File: src/hw/swdt_map.vh
`ifndef SWDT_MAP_VH
`define SWDT_MAP_VH

// register byte offsets
`define SWDT_OFF_MODE     8'h00
`define SWDT_OFF_TIMEOUT  8'h04
`define SWDT_OFF_FEED     8'h08
`define SWDT_OFF_COUNT    8'h0C
`define SWDT_OFF_CLKSEL   8'h10
`define SWDT_OFF_STAT     8'h14
`define SWDT_OFF_MASK     8'h18

// mode register fields
`define SWDT_MODE_EN      0
`define SWDT_MODE_RESET   1

// status bits
`define SWDT_ST_TIMEOUT   0
`define SWDT_ST_BADFEED   1
`define SWDT_ST_RSTFLAG   2
`define SWDT_ST_W         3

// tick clock selection
`define SWDT_SEL_IRC      2'h0
`define SWDT_SEL_PCLK     2'h1
`define SWDT_SEL_RTC      2'h2

// feed sequence words
`define SWDT_FEED_A       8'hAA
`define SWDT_FEED_B       8'h55

// timing and reset values
`define SWDT_PRESCALE     2'h3
`define SWDT_MIN_TIMEOUT  32'h0000_00FF
`define SWDT_TIMEOUT_RST  32'h0000_00FF
`define SWDT_RST_PULSE    4'hF

// axi responses
`define SWDT_RESP_OKAY    2'h0
`define SWDT_RESP_SLVERR  2'h2

`endif

File: src/hw/swdt_tick.v
`timescale 1ns/1ps
`default_nettype none
`include "swdt_map.vh"

// picks a tick source, edge-detects it, divides by four
module swdt_tick (
  // clock and reset
  input  wire       ref_clk,
  input  wire       sys_rst,
  // tick sources, synchronous levels
  input  wire       rtc_clk_in,
  input  wire       internal_rc_oscillator,
  input  wire       pclk_in,
  input  wire [1:0] sel,
  // prescaled tick enable
  output reg        tick_r
);

  reg       src_r;
  reg [1:0] pre_r;
  reg       src_nxt;

  always @* begin
    if (sel == `SWDT_SEL_RTC) begin
      src_nxt = rtc_clk_in;
    end else if (sel == `SWDT_SEL_PCLK) begin
      src_nxt = pclk_in;
    end else begin
      src_nxt = internal_rc_oscillator;
    end
  end

  always @(posedge ref_clk) begin
    if (sys_rst) begin
      src_r  <= 1'b0;
      pre_r  <= 2'h0;
      tick_r <= 1'b0;
    end else begin
      src_r  <= src_nxt;
      tick_r <= 1'b0;
      if (src_nxt && !src_r) begin
        pre_r <= pre_r + 2'h1;
        // one tick per four source rising edges
        if (pre_r == `SWDT_PRESCALE) begin
          tick_r <= 1'b1;
        end
      end
    end
  end

endmodule // swdt_tick

`default_nettype wire

File: src/hw/swdt_top.v
`timescale 1ns/1ps
`default_nettype none
`include "swdt_map.vh"

module swdt_top (
  // clock and reset
  input  wire        ref_clk,
  input  wire        sys_rst,
  // tick sources
  input  wire        rtc_clk_in,
  input  wire        internal_rc_oscillator,
  input  wire        pclk_in,
  // axi4-lite write address
  input  wire [7:0]  s_axi_awaddr,
  input  wire        s_axi_awvalid,
  output reg         s_axi_awready,
  // axi4-lite write data
  input  wire [31:0] s_axi_wdata,
  input  wire [3:0]  s_axi_wstrb,
  input  wire        s_axi_wvalid,
  output reg         s_axi_wready,
  // axi4-lite write response
  output reg  [1:0]  s_axi_bresp,
  output reg         s_axi_bvalid,
  input  wire        s_axi_bready,
  // axi4-lite read address
  input  wire [7:0]  s_axi_araddr,
  input  wire        s_axi_arvalid,
  output reg         s_axi_arready,
  // axi4-lite read data
  output reg  [31:0] s_axi_rdata,
  output reg  [1:0]  s_axi_rresp,
  output reg         s_axi_rvalid,
  input  wire        s_axi_rready,
  // system outputs
  output reg         sys_reset_req_r,
  output reg         irq_r
);

  localparam ST_IDLE = 1'b0;
  localparam ST_HALF = 1'b1;

  // control and state
  reg        en_r;
  reg        rst_mode_r;
  reg [31:0] timeout_r;
  reg [31:0] count_r;
  reg [1:0]  sel_r;
  reg [2:0]  stat_r;
  reg [2:0]  mask_r;
  reg        feed_st_r;
  reg        wdt_flag_r;
  reg [3:0]  rst_cnt_r;
  // bus capture
  reg        aw_held_r;
  reg        w_held_r;
  reg [7:0]  awaddr_r;
  reg [31:0] wdata_r;
  reg [3:0]  wstrb_r;

  wire       tick;
  wire       wr_go;
  wire       feed_wr;
  wire       feed_good;
  wire       feed_bad;
  wire       expire;
  wire       wdt_event;
  wire       self_rst;
  wire [7:0] wa;
  wire [31:0] wd;
  wire [3:0] ws;
  reg  [31:0] rd_nxt;
  reg         rd_err_nxt;
  reg         wr_err_nxt;
  reg  [2:0]  stat_nxt;

  // byte-lane merge, used by the timeout register
  function [31:0] merge;
    input [31:0] old;
    input [31:0] val;
    input [3:0]  strb;
    integer i;
    begin
      merge = old;
      for (i = 0; i < 4; i = i + 1) begin
        if (strb[i]) begin
          merge[i*8 +: 8] = val[i*8 +: 8];
        end
      end
    end
  endfunction

  function mapped;
    input [7:0] a;
    begin
      mapped = (a == `SWDT_OFF_MODE) || (a == `SWDT_OFF_TIMEOUT) ||
               (a == `SWDT_OFF_FEED) || (a == `SWDT_OFF_COUNT) ||
               (a == `SWDT_OFF_CLKSEL) || (a == `SWDT_OFF_STAT) ||
               (a == `SWDT_OFF_MASK);
    end
  endfunction

  swdt_tick u_tick (
    .ref_clk                (ref_clk),
    .sys_rst                (sys_rst),
    .rtc_clk_in             (rtc_clk_in),
    .internal_rc_oscillator (internal_rc_oscillator),
    .pclk_in                (pclk_in),
    .sel                    (sel_r),
    .tick_r                 (tick)
  );

  // write path: address and data may arrive in either order
  assign wa    = aw_held_r ? awaddr_r : s_axi_awaddr;
  assign wd    = w_held_r ? wdata_r : s_axi_wdata;
  assign ws    = w_held_r ? wstrb_r : s_axi_wstrb;
  assign wr_go = (aw_held_r || s_axi_awvalid) && (w_held_r || s_axi_wvalid) &&
                 !s_axi_bvalid;

  // feed: 0xAA then 0x55, low byte lane only
  assign feed_wr   = wr_go && (wa == `SWDT_OFF_FEED) && ws[0];
  assign feed_good = feed_wr && (feed_st_r == ST_HALF) && (wd[7:0] == `SWDT_FEED_B);
  // while enabled, any other write in the middle of a sequence, or a stray second word, is an error
  assign feed_bad  = en_r && ((feed_wr && !feed_good && !(feed_st_r == ST_IDLE &&
                     wd[7:0] == `SWDT_FEED_A)) ||
                     (wr_go && (feed_st_r == ST_HALF) && !feed_wr));
  assign expire    = en_r && tick && (count_r == 32'h0000_0000);
  assign wdt_event = expire || feed_bad;
  // reset mode turns either event into a chip reset
  assign self_rst  = wdt_event && rst_mode_r;

  always @* begin
    stat_nxt = stat_r;
    if (wr_go && (wa == `SWDT_OFF_STAT) && ws[0]) begin
      stat_nxt = stat_r & ~wd[`SWDT_ST_W-1:0];
    end
    // set beats clear
    if (expire) begin
      stat_nxt[`SWDT_ST_TIMEOUT] = 1'b1;
    end
    if (feed_bad) begin
      stat_nxt[`SWDT_ST_BADFEED] = 1'b1;
    end
    stat_nxt[`SWDT_ST_RSTFLAG] = wdt_flag_r;
  end

  always @* begin
    wr_err_nxt = !mapped(wa) || (wa == `SWDT_OFF_COUNT);
  end

  always @* begin
    rd_nxt     = 32'h0000_0000;
    rd_err_nxt = 1'b0;
    if (s_axi_araddr == `SWDT_OFF_MODE) begin
      rd_nxt = {30'h0, rst_mode_r, en_r};
    end else if (s_axi_araddr == `SWDT_OFF_TIMEOUT) begin
      rd_nxt = timeout_r;
    end else if (s_axi_araddr == `SWDT_OFF_FEED) begin
      rd_nxt = 32'h0000_0000;
    end else if (s_axi_araddr == `SWDT_OFF_COUNT) begin
      rd_nxt = count_r;
    end else if (s_axi_araddr == `SWDT_OFF_CLKSEL) begin
      rd_nxt = {30'h0, sel_r};
    end else if (s_axi_araddr == `SWDT_OFF_STAT) begin
      rd_nxt = {29'h0, stat_r};
    end else if (s_axi_araddr == `SWDT_OFF_MASK) begin
      rd_nxt = {29'h0, mask_r};
    end else begin
      rd_err_nxt = 1'b1;
    end
  end

  // axi handshakes
  always @(posedge ref_clk) begin
    if (sys_rst) begin
      s_axi_awready <= 1'b0;
      s_axi_wready  <= 1'b0;
      s_axi_bvalid  <= 1'b0;
      s_axi_bresp   <= `SWDT_RESP_OKAY;
      s_axi_arready <= 1'b0;
      s_axi_rvalid  <= 1'b0;
      s_axi_rresp   <= `SWDT_RESP_OKAY;
      s_axi_rdata   <= 32'h0000_0000;
      aw_held_r     <= 1'b0;
      w_held_r      <= 1'b0;
      awaddr_r      <= 8'h00;
      wdata_r       <= 32'h0000_0000;
      wstrb_r       <= 4'h0;
    end else begin
      s_axi_awready <= 1'b0;
      s_axi_wready  <= 1'b0;
      s_axi_arready <= 1'b0;
      if (s_axi_awvalid && !aw_held_r && !s_axi_awready && !wr_go) begin
        aw_held_r     <= 1'b1;
        awaddr_r      <= s_axi_awaddr;
        s_axi_awready <= 1'b1;
      end
      if (s_axi_wvalid && !w_held_r && !s_axi_wready && !wr_go) begin
        w_held_r     <= 1'b1;
        wdata_r      <= s_axi_wdata;
        wstrb_r      <= s_axi_wstrb;
        s_axi_wready <= 1'b1;
      end
      if (wr_go) begin
        // taking a live channel this cycle acknowledges it
        s_axi_awready <= !aw_held_r;
        s_axi_wready  <= !w_held_r;
        aw_held_r     <= 1'b0;
        w_held_r      <= 1'b0;
        s_axi_bvalid  <= 1'b1;
        s_axi_bresp   <= wr_err_nxt ? `SWDT_RESP_SLVERR : `SWDT_RESP_OKAY;
      end else if (s_axi_bvalid && s_axi_bready) begin
        s_axi_bvalid <= 1'b0;
      end
      if (s_axi_arvalid && !s_axi_arready && !s_axi_rvalid) begin
        s_axi_arready <= 1'b1;
        s_axi_rvalid  <= 1'b1;
        s_axi_rdata   <= rd_nxt;
        s_axi_rresp   <= rd_err_nxt ? `SWDT_RESP_SLVERR : `SWDT_RESP_OKAY;
      end else if (s_axi_rvalid && s_axi_rready) begin
        s_axi_rvalid <= 1'b0;
      end
    end
  end

  // watchdog core
  always @(posedge ref_clk) begin
    if (sys_rst) begin
      en_r       <= 1'b0;
      rst_mode_r <= 1'b0;
      timeout_r  <= `SWDT_TIMEOUT_RST;
      count_r    <= `SWDT_TIMEOUT_RST;
      sel_r      <= `SWDT_SEL_IRC;
      stat_r     <= 3'h0;
      mask_r     <= 3'h0;
      feed_st_r  <= ST_IDLE;
      rst_cnt_r  <= 4'h0;
      sys_reset_req_r <= 1'b0;
      irq_r      <= 1'b0;
    end else begin
      stat_r <= stat_nxt;
      irq_r  <= |(stat_nxt & mask_r);
      if (rst_cnt_r != 4'h0) begin
        rst_cnt_r <= rst_cnt_r - 4'h1;
      end
      sys_reset_req_r <= self_rst || (rst_cnt_r > 4'h1);
      if (self_rst) begin
        rst_cnt_r <= `SWDT_RST_PULSE;
      end
      if (wr_go && (wa == `SWDT_OFF_MODE) && ws[0]) begin
        // enable is set-only
        en_r       <= en_r | wd[`SWDT_MODE_EN];
        rst_mode_r <= wd[`SWDT_MODE_RESET];
      end
      if (wr_go && (wa == `SWDT_OFF_TIMEOUT)) begin
        // below 256 ticks clamps to the floor
        if (merge(timeout_r, wd, ws) < `SWDT_MIN_TIMEOUT) begin
          timeout_r <= `SWDT_MIN_TIMEOUT;
        end else begin
          timeout_r <= merge(timeout_r, wd, ws);
        end
      end
      if (wr_go && (wa == `SWDT_OFF_CLKSEL) && ws[0]) begin
        if (wd[1:0] != 2'h3) begin
          sel_r <= wd[1:0];
        end
      end
      if (wr_go && (wa == `SWDT_OFF_MASK) && ws[0]) begin
        mask_r <= wd[`SWDT_ST_W-1:0];
      end
      if (feed_wr && (feed_st_r == ST_IDLE) && (wd[7:0] == `SWDT_FEED_A)) begin
        feed_st_r <= ST_HALF;
      end else if (wr_go) begin
        feed_st_r <= ST_IDLE;
      end
      // count of timeout+1 ticks gives 256..2^32 steps
      if (feed_good) begin
        count_r <= timeout_r;
      end else if (en_r && tick && count_r != 32'h0000_0000) begin
        count_r <= count_r - 32'h0000_0001;
      end else if (expire) begin
        count_r <= timeout_r;
      end
      // a watchdog event disarms the unit
      if (wdt_event) begin
        en_r <= 1'b0;
      end
    end
  end

  // flag survives the self reset; an outside sys_rst or a STAT write of bit 2 clears it
  always @(posedge ref_clk) begin
    if (sys_rst && rst_cnt_r == 4'h0) begin
      wdt_flag_r <= 1'b0;
    end else if (self_rst) begin
      wdt_flag_r <= 1'b1;
    end else if (wr_go && (wa == `SWDT_OFF_STAT) && ws[0] && wd[`SWDT_ST_RSTFLAG]) begin
      wdt_flag_r <= 1'b0;
    end
  end

endmodule // swdt_top

`default_nettype wire

File: config.mk
export PLATFORM = sky130hd
export DESIGN_NAME = swdt_top
export DESIGN_NICKNAME = d
export VERILOG_FILES = /design/src/hw/swdt_tick.v /design/src/hw/swdt_top.v
export VERILOG_INCLUDE_DIRS = /design/src /design/src/hw
export SDC_FILE = /design/constraint.sdc
export NUM_CORES = 1
export LEC_CHECK = 0
export ABC_CLOCK_PERIOD_IN_PS = 2870
export BUFFER_PORTS_ARGS = -buffer_cell sky130_fd_sc_hd__buf_4
export CAP_MARGIN = 20
export CORE_UTILIZATION = 44
export CTS_CLUSTER_DIAMETER = 40
export DETAILED_ROUTE_END_ITERATION = 10
export MAX_ROUTING_LAYER = met4
export PLACE_DENSITY = 0.73
export SLEW_MARGIN = 20
export SYNTH_ARGS = -nofsm -noshare
export SYNTH_HDL_FRONTEND = slang
export SYNTH_SLANG_ARGS = --single-unit
File: constraint.sdc
create_clock -name ref_clk -period 2.87 [get_ports ref_clk]
set_input_delay 0 -clock ref_clk [delete_from_list [all_inputs] [get_ports ref_clk]]
set_output_delay 0 -clock ref_clk [all_outputs]
set_load 0.02 [all_outputs]
; ---- Word-level counts from Yosys, hierarchy flattened
; Cells that the tools add are included.
[op_classes]
add_sub_neg = 3
magnitude_cmp = 2
eq_ne = 18
muxes = 56
bitwise_logic = 6
n_reduce_logical = 82
[op_table]
columns = op, count
row1 = $mux 32, 9
row2 = $mux 8, 13
row3 = $eq 8x5->1 const B, 6
row4 = $logic_and 1x1->1, 40
row5 = $eq 8x4->1 const B, 4
row6 = $logic_not 32->1, 1
row7 = $lt 32x8->1 const B, 1
row8 = $reduce_bool 32->1, 1
row9 = $sub 32x1->32 const B, 1
row10 = $mux 1, 25
row11 = $eq 8x3->1 const B, 2
row12 = $logic_not 8->1, 2
row13 = $logic_not 1->1, 13
row14 = $logic_or 1x1->1, 12
row15 = $mux 4, 3
row16 = $reduce_bool 2->1, 5
row17 = $mux 3, 3
row18 = $eq 8x7->1 const B, 1
row19 = $eq 8x8->1 const B, 1
row20 = $mux 2, 3
row21 = $reduce_or 2->1, 3
row22 = $eq 2x2->1 const B, 2
row23 = $gt 4x1->1 const B, 1
row24 = $logic_not 4->1, 1
row25 = 13 further kinds, 14
[word_totals]
reg_bits = 173
in_bits = 62
output_inout_bits = 43
word_cells = 195

; ---- Longest topological paths before layout
; Gate-level depths: netlist (run 1).
[logic_depth]
depth_word = 15
mapped_depth = 9
mapped_depth_nobuf = 8

; ---- By module
; A second synthesis (run 1) with hierarchy kept.
[unflattened]
hier_cells = 1073
hier_area_um2 = 8837.2
[modules_own_cells]
columns = mod, n_inst, cells_per_inst, area_per_inst_um2, seq_area_each_um2
row1 = swdt_top, 1, 1054, 8625.8, 3343.2
row2 = swdt_tick, 1, 19, 211.5, 80.1

; ---- Worst setup path before layout (run 1)
; Ideal clock, no wire load.
[synth_timing]
kind = reg2reg
start = register count_r[20]
end = register count_r[0]
setup_time_ns = 0.133
t_arrival_ns = 2.279
required_ns = 2.737
setup_slack_ns = 0.458
path_stages_with_launch = 8
n_path_buf = 1
period_less_slack_ns = 2.412
cell_sequence = dfxtp_1 > or4_1 > or4_4 > clkbuf_8 > or3_4 > or3_1 > o221ai_1 > o21ai_0
[synth_between]
elab_chain_cells = 4
elab_cells_between_ends = 7
classes_between = 2 x mux / 5 x reduce/logical
[synth_lines]
columns = element, line
row1 = start: declaration, swdt_top.v:47  ; reg [31:0] count_r;
row2 = start signal: assignment, swdt_top.v:232  ; count_r <= `SWDT_TIMEOUT_RST;
row3 = start signal: assignment, swdt_top.v:278  ; count_r <= timeout_r;
row4 = start signal: assignment, swdt_top.v:280  ; count_r <= count_r - 32'h0000_0001;
row5 = $reduce_bool 32->1, swdt_top.v:279  ; end else if (en_r && tick && count_r != 32'h0000_0000) begin
row6 = $logic_and 1x1->1, swdt_top.v:279
row7 = $mux 32, swdt_top.v:279
row8 = $mux 32, swdt_top.v:277  ; if (feed_good) begin
; Parallel ways exist; a longest one is shown, timed or not.
; A chain may end at the register's enable or synchronous reset.

; ---- Final worst setup path (run 1)
[layout_timing]
start = register count_r[15]
end = register count_r[6]
; Same word-level chain as after synthesis.

==> summary.txt, run 1 <==
Layout
  • N_diodes: 0
  • Post-Route Utilization: 55.4%
  • Layout area overhead: 23.3%
  • Most common cell after layout, fill and taps aside: dfxtp_1
  • Final std cells w/o fill: about 1,500
  • Layout fillers: 1,790
  • Final net count: 1,255
  • Layout cell share with drive strength beyond 1: 15.8%
  • Most frequent cells in the layout: dfxtp_1, nand2_1, buf_4, nor2_1, a21oi_1

Floorplanning
  • Initial Util: 44.9%
  • Core Box Area: 0.0195 mm2
  • Die width: 143 um
  • Die ar.: 0.0204 mm2
  • Die Span Y: about 140 um
  • I/O Pins: 105
  • Cell Rows: 51

Power and ir drop
  • Lkg Pwr: 3.92 nW
  • Max IR drop VDD: about 0.43 mV
  • Pwr dens: 537 mW/mm2
  • Total power: ~5.8 mW

Hold path
  • WHS Path Cells: 4
  • Worst hold path type: in2reg
  • Hold_sp: rtc_clk_in
  • Hold Path Sink: u_tick.src_r

Placed design
  • Post-Place Cells: 1,385
  • PortBufs: 102
  • Final GP Congestion: approximately 0.90
  • Post-DP HPWL: 16,800 um

Synthesis
  • Post-synth EDFFs: 0
  • Synthesized instance count: roughly 1,100
  • Synth async-reset ratio: 0%
  • Post-synthesis sequential area ratio: 39.1%
  • Yosys warning count: 0
  • Main flop type after synthesis: dfxtp_1
  • Syn avg cell area: 8.16 um2
  • Synthesized area: 0.00875 mm2
  • Synth Register Bits: 171
  • Post-synth cell types: 74

Route
  • # DRC: 0
  • Routed WL: between 20,000 and 25,000 um
  • Vias: around 8,500
  • Initial drt markers: between 700 and 800
  • Wire per inst: 17.0 um
  • Post-DRT Antenna Nets: 0
  • Vias per std cell: between 5 and 6
  • First drt pass iteration count: 7

Critical path
  • Crit path max-delay family: simple AND/OR/NAND/NOR gates
  • R2R Setup Slk: 140 ps
  • Critical Path Sink Type: flip-flop
  • Crit Path Category: reg2reg
  • R2R Path Start: count_r[15]
  • Worst-path maximum fanout: 12
  • CP Buf/Inv Count: 0
  • Slowest-stage cell, CP: or4_4
  • Worst EP required: ~3200 ps
  • Worst r2r dst: count_r[6]
  • Crit path DAT: 3020 ps
  • Worst-case reg-to-reg path depth: 6
  • Critical Path Source Type: flip-flop
  • Crit path cell chain: or3_1 > or4_4 > nor4_1 > a21oi_1 > o22ai_1 > nand2_1
  • Crit-path max cell delay: approximately 600 ps

CTS
  • Worst-case clock buffer depth: 2
  • TritonCTS clock tree: built
  • H-tree levels: 4
  • Root cell of the clock tree: clkbuf_16
  • CTS clock-pin slew for the worst setup and hold paths: 60 ps
  • Clk_lat worst skew: 430 ps
  • Clock buffer count from CTS: 17
  • Setup Buffers After CTS: 0
  • TritonCTS Sinks: 171

Job
  • Max Cap Viol: 0

Global routing
  • Largest net degree at the start of global routing: 171
  • First-pass GRT wire length: 40,600 um
  • Vias in the first global route: a little under 8,000
  • GR Overflow Total: 0
  • GR Util All Layers: between 20% and 30%
  • Initial antenna violation count: 0

STA
  • Final Slew Violations: 0
  • Max-Slew Margin vs Limit: ~26%
  • Final Cycle Share: 95.0%
  • Period minus WS final: 2730 ps
  • Max frequency: ~370 MHz
  • Setup violation total in the final timing report: 0
  • Tightest Pin Transition: 1120 ps
  • Min Hold Slack: 24.3 ps
  • Unrepaired setup endpoints after global routing: no
  • Setup total negative slack: 0 ps
  • Worst Skew: just over 9 ps
  • Hold Vio Cnt, Final: 0

Status
  • Outcome: finished clean
==> flip-flops by register name, indices dropped and copies added, names as in the netlist, 2 cells and up <==
| signal | cells |
|---|---|
| awaddr_r | 8 |
| mask_r | 3 |
| sel_r | 2 |
| count_r | 32 |
| u_tick.pre_r | 2 |
| s_axi_rdata | 32 |
| rst_cnt_r | 4 |
| wdata_r | 32 |
| wstrb_r | 4 |
| timeout_r | 32 |
| stat_r | 3 |
==> repair_timing <==
action / CTS / global route
hold buffers: 49 / 0
endpoints found under the hold margin: 49 / 0
resized for setup: 0 / 0
==> metal layers <==
layer  routed length (um)  global-route usage [%]  vias to the layer above
met2                11700                    40.6                      302
met3                 1720                    4.39                       41
li1                     -                       -                     4149
met5                    0                       -                        -
met1                10900                    33.4                     4033
met4                  510                    9.22                        0
==> cells in the mapped netlist, types with 4 or more instances <==
library cell / n / share of area [%]
nand4_1: 8 / 0.57
a211oi_1: 9 / 0.77
o221ai_1: 4 / 0.40
ha_1: 5 / 0.72
buf_2: 8 / 0.46
nor4b_1: 5 / 0.50
nor4_1: 22 / 1.6
a221oi_1: 32 / 3.2
o211ai_1: 8 / 0.69
mux2i_1: 92 / 11
a32oi_1: 5 / 0.50
a31oi_1: 6 / 0.43
o31ai_1: 5 / 0.43
o21ai_0: 39 / 2.2
nand2_1: 150 / 6.4
nand3b_1: 7 / 0.60
inv_1: 9 / 0.39
nor2_1: 104 / 4.5
nand2b_1: 7 / 0.50
dfxtp_1: 171 / 39
xnor2_1: 5 / 0.50
a22oi_1: 9 / 0.77
and3_1: 5 / 0.36
nor3_1: 75 / 4.3
or3b_2: 4 / 0.40
a21oi_1: 96 / 5.5
a2bb2oi_1: 9 / 0.90
nand3_1: 14 / 0.80
or3_1: 13 / 0.93
mux2_2: 8 / 1.0
o22ai_1: 4 / 0.29
clkbuf_1: 66 / 2.8
==> area by class of cell <==
cell class | instances | area [um2] | share of cell area [%]
Clock inverter | 11 | 120 | 1.11
Sequential cell | 171 | 3420 | 31.7
Inverter | 10 | 37.5 | 0.348
Clock buffer | 20 | 447 | 4.14
Tap cell | 265 | 332 | 3.07
Multi-Input combinational cell | 810 | 4960 | 45.9
Timing Repair Buffer | 178 | 1470 | 13.6
==> power by group <==
group	internal, mW	switching (mW)
Sequential	2.50	0.0980
Combinational	0.425	0.515
Clock	1.30	0.952
Total	4.22	1.57
==> how the worst max path moves through the flow <==
stage | start | slack, ps | endpoint | cells past startpoint
floorplan | count_r[20] | 460 | count_r[0] | 7
global placement | count_r[20] | 310 | count_r[23] | 6
detailed placement | count_r[20] | 210 | count_r[6] | 6
CTS | count_r[15] | 210 | count_r[6] | 6
global route | aw_held_r | 30 | count_r[30] | 6
finish | count_r[15] | 140 | count_r[6] | 6
==> logic make-up (layout without fill, tap and decap cells) <==
| kind of cell | Yosys count | after routing | share of synthesized area [%] |
|---|---|---|---|
| AOI/OAI and AO/OA | 253 | 253 | 19.1 |
| xor gates and xnor gates | 6 | 6 | 0.601 |
| adders and majority gates | 5 | 5 | 0.715 |
| buffers and inverters | 92 | 219 | 4.39 |
| DFF | 171 | 171 | 39.1 |
| muxes | 100 | 100 | 11.6 |
| other | 1 | 2 | 0.0429 |
| and+or+nand+nor | 444 | 444 | 24.5 |
==> stage by stage <==
stage | setup slack [ps] | area (um2)
floorplan | 458 | 8750
global placement | 315 | 9730
detailed placement | 207 | 9730
CTS | 206 | 10800
global route | 32.1 | 10800
finish | 144 | 10800
==> worst reg2reg max path, cell delays in order, from the launching register on <==
cell and delay (ps):
dfxtp_1 370, or3_1 450, or4_4 600, nor4_1 470, a21oi_1 340, o22ai_1 290
nand2_1 70
Note: power is estimated with default switching activity, not from simulation.
==> run 2: changes to the inputs <==
--- a/config.mk
+++ b/config.mk
@@ -9,11 +9,11 @@
 export ABC_CLOCK_PERIOD_IN_PS = 2870
 export BUFFER_PORTS_ARGS = -buffer_cell sky130_fd_sc_hd__buf_4
 export CAP_MARGIN = 20
-export CORE_UTILIZATION = 44
+export CORE_UTILIZATION = 25
 export CTS_CLUSTER_DIAMETER = 40
 export DETAILED_ROUTE_END_ITERATION = 10
 export MAX_ROUTING_LAYER = met4
-export PLACE_DENSITY = 0.73
+export PLACE_DENSITY = 0.51
 export SLEW_MARGIN = 20
 export SYNTH_ARGS = -nofsm -noshare
 export SYNTH_HDL_FRONTEND = slang
==> run 2 against run 1 <==
Combinational power up 3.2%. Critical path depth up 1. Register-to-register slack better by 60 ps. Largest cell class unchanged. Flip-flop and latch count unchanged. Clock skew up 5.0 ps. Maximum frequency up 2.1%. Highest routed layer unchanged. Global-route usage down 9.4 points. Sequential power about the same.
==> summary.txt, run 2 (synthesized netlist as in run 1, its figures left out) <==
Status
  • Outcome: finished clean

Floorplanning
  • Die ar.: 0.0357 mm2 (+75%)
  • Cell Rows: 68 (+33%)
  • Core Box Area: 0.0345 mm2 (+77%)
  • Initial Util: 25.4% (-20 points)
  • I/O Pins: 105 (unchanged)
  • Die width: 189 um (+32%)
  • Die Span Y: 189 um (+32%)

Critical path
  • Most common cell on crit path: o21ai_0
  • Crit-path max cell delay: 490 ps (-110 ps)
  • Worst-path maximum fanout: 9 (-3)
  • Critical Path Source Type: flip-flop
  • Crit Path Category: reg2reg
  • Crit path max-delay family: compound AO/OA/AOI/OAI gates
  • Critical Path Sink Type: flip-flop
  • Worst Setup SP: aw_held_r
  • Crit path DAT: 2970 ps (-50 ps)
  • R2R Path Start: aw_held_r
  • Worst EP required: 3170 ps (about the same)
  • CP Buf/Inv Count: 1 (+1)
  • Slowest-stage cell, CP: and4bb_1
  • Crit path cell chain: buf_4 > or3b_2 > a22o_1 > and4bb_1 > o21ai_0 > o211ai_1 > o21ai_0

Power and ir drop
  • Sw power: 1.72 mW (+9.7%)
  • Combinational power share: 16.2% (about the same)
  • Lkg Pwr: 3.95 nW (+0.95%)
  • Int Pwr: 4.26 mW (+0.99%)
  • Sequential power share: 43.4% (-1.5 points)
  • Sw frac: 28.7% (+1.7 points)
  • Max IR drop VDD: 0.399 mV (-8.1%)
  • Total power: 5.98 mW (+3.3%)
  • Clock share of power: 40.4% (+1.6 points)
  • Pwr dens: 538 mW/mm2 (+0.34%)

STA
  • Period minus WS final: 2670 ps (-56.5 ps)
  • Max-Slew Margin vs Limit: 49.2% (+24 points)
  • Final Cycle Share: 93.0% (-2.0 points)
  • Final Slew Violations: 0 (unchanged)
  • Unrepaired setup endpoints after global routing: no
  • Hold Vio Cnt, Final: 0 (unchanged)
  • Setup violation total in the final timing report: 0 (unchanged)
  • Tightest Pin Transition: 761 ps (-354 ps)
  • Setup total negative slack: 0 ps (unchanged)
  • Max frequency: 375 MHz (+2.1%)
  • Worst Skew: 14.2 ps (+4.99 ps)

Placed design
  • PortBufs: 102 (unchanged)
  • Post-DP HPWL: 19,900 um (+19%)
  • Final GP Congestion: 0.863 (-4.3%)

Global routing
  • Largest net degree at the start of global routing: 105 (-39%)
  • First-pass GRT wire length: 45,300 um (+12%)
  • GR Overflow Total: 0 (unchanged)
  • Vias in the first global route: 8,053 (+1.6%)
  • GR Util All Layers: 16.5% (-9.4 points)
  • Initial antenna violation count: 0 (unchanged)

CTS
  • Clk_lat worst skew: 440 ps (about the same)
  • Worst-case clock buffer depth: 2 (unchanged)
  • TritonCTS clock tree: built
  • Clock buffer count from CTS: 17 (unchanged)
  • TritonCTS Sinks: 171 (unchanged)
  • Post-CTS sizing: 0 (unchanged)
  • Setup Buffers After CTS: 0 (unchanged)
  • CTS clock-pin slew for the worst setup and hold paths: 80 ps (+20 ps)
  • Root cell of the clock tree: clkbuf_16
  • H-tree levels: 4 (unchanged)

Hold path
  • Hold_sp: sys_rst
  • Worst hold path type: in2reg

Layout
  • Most frequent cells in the layout: dfxtp_1, nand2_1, buf_4, nor2_1, a21oi_1
  • Layout area overhead: 27.0%
  • Most common cell after layout, fill and taps aside: dfxtp_1
  • FF/Latch Area: 0.00342 mm2 (unchanged)
  • Layout fillers: 3,684 (+110%)
  • Final net count: 1,259 (+0.32%)
  • N_diodes: 0 (unchanged)
  • Layout cell share with drive strength beyond 1: 16.1% (+0.35 points)
  • Area of the multi-input gates: 0.00496 mm2 (about the same)

Route
  • # DRC: 0 (unchanged)
  • Initial drt markers: 616 (-14%)
  • Post-DRT Antenna Nets: 0 (unchanged)
  • Routed WL: 28,500 um (+15%)
  • Wire per inst: 17.2 um (+1.4%)
  • Vias per std cell: 5.11 (-12%)
  • Vias: 8,481 (-0.52%)
  • First drt pass iteration count: 5 (-2)

Job
  • Max Cap Viol: 0 (unchanged)
run 2: cell count changes in the layout (fill, tap and decap cells not counted):
cell / delta
inv_6: +2
a21oi_2: +1
inv_8: +3
clkbuf_1: -1
dlygate4sd3_1: +2
buf_4: +1
a21oi_1: -1
buf_12: +1
clkinv_2: -3
run 2: final cells by class:
type / instances / area share (%)
clock inverters: 13 / 1.41
inverters: 10 / 0.338
flip-flops and latches: 171 / 30.8
clock buffers: 19 / 3.99
well taps: 455 / 5.12
repair buffers: 182 / 13.7
multi-input cells: 810 / 44.6
run 2: path summary, 6_finish.rpt:
path / slack [ps] / endpoint / cells past startpoint
setup reg to reg: 200 / sys_reset_req_r / 7
setup / recovery: 200 / sys_reset_req_r / 7
hold reg to reg: 450 / u_tick.tick_r / 1
hold / removal: 100 / u_tick.src_r / 3
run 2: worst register-to-register path, cell delays in order, from the launching register on:
cell and delay, ps:
dfxtp_1 360, buf_4 180, or3b_2 460, a22o_1 250, and4bb_1 490, o21ai_0 200
o211ai_1 410, o21ai_0 170
run 2: what timing repair did:
item	in CTS	in global routing
hold buffers	51	0
endpoints found under the setup margin	0	0
endpoints found under the hold margin	51	0
run 2: metrics by stage:
step / setup slack (ps) / area [um2] / hold slack, ps / instances / utilization, %
floorplan: 458 / 8750 / 136 / 1073 / -
global placement: 265 / 10000 / 244 / 1577 / 29.0
detailed placement: 226 / 10000 / 253 / 1577 / 29.0
CTS: 200 / 11100 / 111 / 1660 / 32.2
global route: 16.7 / 11100 / 128 / 1660 / 32.2
finish: 200 / 11100 / 99.8 / 1660 / 32.2
run 2: metal layers:
layer  wire, um  GRT usage, %  vias up
met5          0             -        -
met2      13200          25.4      228
met3       1410          2.65       26
met1      13400          22.1     4054
met4        471          4.75        0
li1           -             -     4173
run 2: power groups by stage:
stage	registers [mW]	clock network (mW)	logic, mW
after floorplan	2.68	0	0.550
after global placement	2.65	0	0.912
after detailed placement	2.65	0	0.925
after CTS	2.60	2.48	0.983
after global routing	2.61	2.57	1.07
final	2.60	2.42	0.970
==> run 3: changes to the inputs <==
--- a/config.mk
+++ b/config.mk
@@ -6,7 +6,8 @@
 export SDC_FILE = /design/constraint.sdc
 export NUM_CORES = 1
 export LEC_CHECK = 0
-export ABC_CLOCK_PERIOD_IN_PS = 2870
+export ABC_AREA = 1
+export ABC_CLOCK_PERIOD_IN_PS = 3500
 export BUFFER_PORTS_ARGS = -buffer_cell sky130_fd_sc_hd__buf_4
 export CAP_MARGIN = 20
 export CORE_UTILIZATION = 25
==> constraint.sdc (replaced) <==
create_clock -name ref_clk -period 3.5 [get_ports ref_clk]
set_input_delay 0 -clock ref_clk [delete_from_list [all_inputs] [get_ports ref_clk]]
set_output_delay 0 -clock ref_clk [all_outputs]
set_load 0.02 [all_outputs]
==> run 3 against run 2 <==
Power down 17%. Setup slack better by 560 ps. Synthesized cell count is 36% higher. First-iteration DRC count rose by 6.2%. Sequential power shrank 19%. Via count rose by 13%. Die area grew 8.6%. Largest power group unchanged. Highest routed layer unchanged.
==> summary.txt, run 3 <==
Status
  • Outcome: finished clean

CTS
  • CTS clock-pin slew for the worst setup and hold paths: 80 ps (about the same)
  • Post-CTS sizing: 0 (unchanged)
  • Worst-case clock buffer depth: 2 (unchanged)
  • H-tree levels: 4 (unchanged)
  • Root cell of the clock tree: clkbuf_16
  • Setup Buffers After CTS: 0 (unchanged)
  • Clk_lat worst skew: 460 ps (+20 ps)
  • TritonCTS Sinks: 171 (unchanged)
  • Clock buffer count from CTS: 17 (unchanged)
  • Hold-fix buffers, CTS: 48 (-5.9%)
  • TritonCTS clock tree: built

STA
  • Max-Slew Margin vs Limit: 39.9% (-9.2 points)
  • Unrepaired setup endpoints after global routing: no
  • Min Hold Slack: 4.94 ps (-94.8 ps)
  • Period minus WS final: 2740 ps (+66.3 ps)
  • Hold Vio Cnt, Final: 0 (unchanged)
  • Setup violation total in the final timing report: 0 (unchanged)
  • Final Cycle Share: 78.2% (-15 points)
  • Tightest Pin Transition: 901 ps (+140 ps)
  • Worst Skew: 17.8 ps (+3.64 ps)
  • Setup total negative slack: 0 ps (unchanged)
  • Final Slew Violations: 0 (unchanged)
  • Max frequency: 366 MHz (-2.4%)

Power and ir drop
  • Pwr dens: 422 mW/mm2 (-22%)
  • Max IR drop VDD: 0.325 mV (-18%)
  • Total power: 4.95 mW (-17%)
  • Lkg Pwr: 5.14 nW (+30%)

Synthesis
  • Synth Register Bits: 171 (unchanged)
  • Synth top area share: 36.0% (-3.1 points)
  • Main flop type after synthesis: dfxtp_1
  • Top cells by area, synth: dfxtp_1, nand2_1, a21oi_1
  • Syn avg cell area: 6.53 um2 (-20%)
  • Yosys warning count: 0 (unchanged)
  • Post-synth EDFFs: 0 (unchanged)
  • Synthesized area: 0.00951 mm2 (+8.7%)
  • Post-synth cell types: 48 (-35%)
  • Most numerous cell in the Yosys netlist: nand2_1
  • Post-synthesis sequential area ratio: 36.0% (-3.1 points)
  • Post-synth top area cell: dfxtp_1
  • Most frequent cells after synthesis: nand2_1, dfxtp_1, inv_1, a21oi_1, nor2_1
  • Synth async-reset ratio: 0% (unchanged)
  • Synthesized instance count: 1,455 (+36%)

Route
  • Routed WL: 30,600 um (+7.3%)
  • # DRC: 0 (unchanged)
  • Post-DRT Antenna Nets: 0 (unchanged)
  • Vias: 9,544 (+13%)
  • First drt pass iteration count: 5 (unchanged)
  • Wire per inst: 14.6 um (-15%)
  • Initial drt markers: 654 (+6.2%)
  • Vias per std cell: 4.56 (-11%)

Critical path
  • Crit-path max cell delay: 560 ps (+70 ps)
  • Critical Path Source Type: flip-flop
  • Worst EP required: 3860 ps (+690 ps)
  • Critical Path Sink Type: flip-flop
  • Worst-path maximum fanout: 51 (+42)
  • Crit path DAT: 3090 ps (+120 ps)
  • Crit path cell chain: buf_4 > nand2_1 > o21ai_0 > inv_1 > nor2_1 > nand3_2 > inv_1 > nand2_4 > nand3_4 > nand2_1 > o21ai_1 > nand2_1 > nand2_1 > inv_1
  • Slowest-stage cell, CP: dfxtp_2
  • Most common cell on crit path: nand2_1
  • Crit Path Category: reg2reg
  • Crit path max-delay family: simple AND/OR/NAND/NOR gates
  • CP Buf/Inv Count: 4 (+3)
  • R2R Setup Slk: 760 ps (+560 ps)

Layout
  • Final net count: 1,634 (+30%)
  • Most frequent cells in the layout: nand2_1, dfxtp_1, inv_1, a21oi_1, buf_4
  • Layout area overhead: 23.4%
  • Layout cell share with drive strength beyond 1: 12.3% (-3.8 points)
  • N_diodes: 0 (unchanged)
  • Final std cells w/o fill: 2,091 (+26%)
  • Most common cell after layout, fill and taps aside: nand2_1

Global routing
  • Initial antenna violation count: 0 (unchanged)
  • Vias in the first global route: 8,551 (+6.2%)
  • GR Overflow Total: 0 (unchanged)
  • First-pass GRT wire length: 48,200 um (+6.3%)
  • Largest net degree at the start of global routing: 75 (-29%)
  • GR Util All Layers: 16.4% (-0.12 points)

Floorplanning
  • Initial Util: 25.3% (-0.083 points)
  • I/O Pins: 105 (unchanged)
  • Die Span Y: 197 um (+4.2%)
  • Cell Rows: 71 (+4.4%)
  • Die ar.: 0.0388 mm2 (+8.6%)
  • Core Box Area: 0.0376 mm2 (+9.1%)
  • Die width: 197 um (+4.2%)

Placed design
  • Post-DP HPWL: 22,200 um (+11%)
  • Post-Place Cells: 2,011 (+28%)
  • Final GP Congestion: 0.924 (+7.1%)
  • PortBufs: 102 (unchanged)

Job
  • Max Cap Viol: 0 (unchanged)

Hold path
  • Worst hold path type: in2reg
==> run 3: changes by cell type in the layout (fill, tap and decap cells not counted), moves of 35 or more <==
cell and change:
inv_1 +160, nor3_1 -67, mux2i_1 -92, nand3_1 +54, o21ai_0 +67, a21oi_1 +46, o21ai_1 +35, nand2_1 +254
==> run 3: final timing paths <==
kind / to / cells after the start / from
setup / recovery: count_r[14] / 14 / w_held_r
hold / removal: s_axi_rresp[1] / 5 / s_axi_araddr[0]
setup reg to reg: count_r[14] / 14 / w_held_r
hold reg to reg: stat_r[2] / 2 / wdt_flag_r
==> run 3: kinds of logic after synthesis <==
group / count (synthesis) / share of synthesized area [%]
AND/OR/NAND/NOR: 655 / 29.6
flip-flops: 171 / 36.0
other: 1 / 0.0394
AO/OA/AOI/OAI: 352 / 20.2
adder cells (fa/ha/maj): 5 / 0.658
XOR/XNOR: 21 / 1.93
buffers and inverters: 250 / 11.5
==> run 3: routing by layer <==
| layer | GRT usage, % | vias to the layer above | routed length [um] |
|---|---|---|---|
| met4 | 3.62 | 0 | 326 |
| met3 | 2.46 | 24 | 1600 |
| met5 | - | - | 0 |
| li1 | - | 4955 | - |
| met1 | 24.2 | 4343 | 16000 |
| met2 | 23.1 | 222 | 12700 |
==> run 3: final cells by class <==
class,instances,area [um2]
Fill cell,4155,25800
Multi-Input combinational cell,1035,5010
Sequential cell,171,3420
Timing Repair Buffer,163,1360
Inverter,179,678
Tap cell,511,639
Clock buffer,18,439
Clock inverter,14,186
==> run 3: report_power, final <==
part	leakage, nW	internal [mW]	switching (mW)
logic	3.45	0.297	0.470
clock network	0.299	1.16	0.916
registers	1.39	2.05	0.0618
total	5.14	3.51	1.45
==> run 3: worst reg2reg max path, stage by stage, from the launching register on <==
cell and delay [ps]:
dfxtp_2 560, buf_4 500, nand2_1 90, o21ai_0 250
inv_1 100, nor2_1 130, nand3_2 140, inv_1 120
nand2_4 100, nand3_4 300, nand2_1 100, o21ai_1 90
nand2_1 70, nand2_1 70, inv_1 30
==> run 3: stage by stage <==
stage	area [um2]	worst slack, ps	util [%]
2_1_floorplan	9510	1640	-
3_3_place_gp	10600	833	28.3
3_5_place_dp	10600	800	28.3
4_1_cts	11700	758	31.2
5_1_grt	11700	486	31.2
6_report	11700	764	31.2
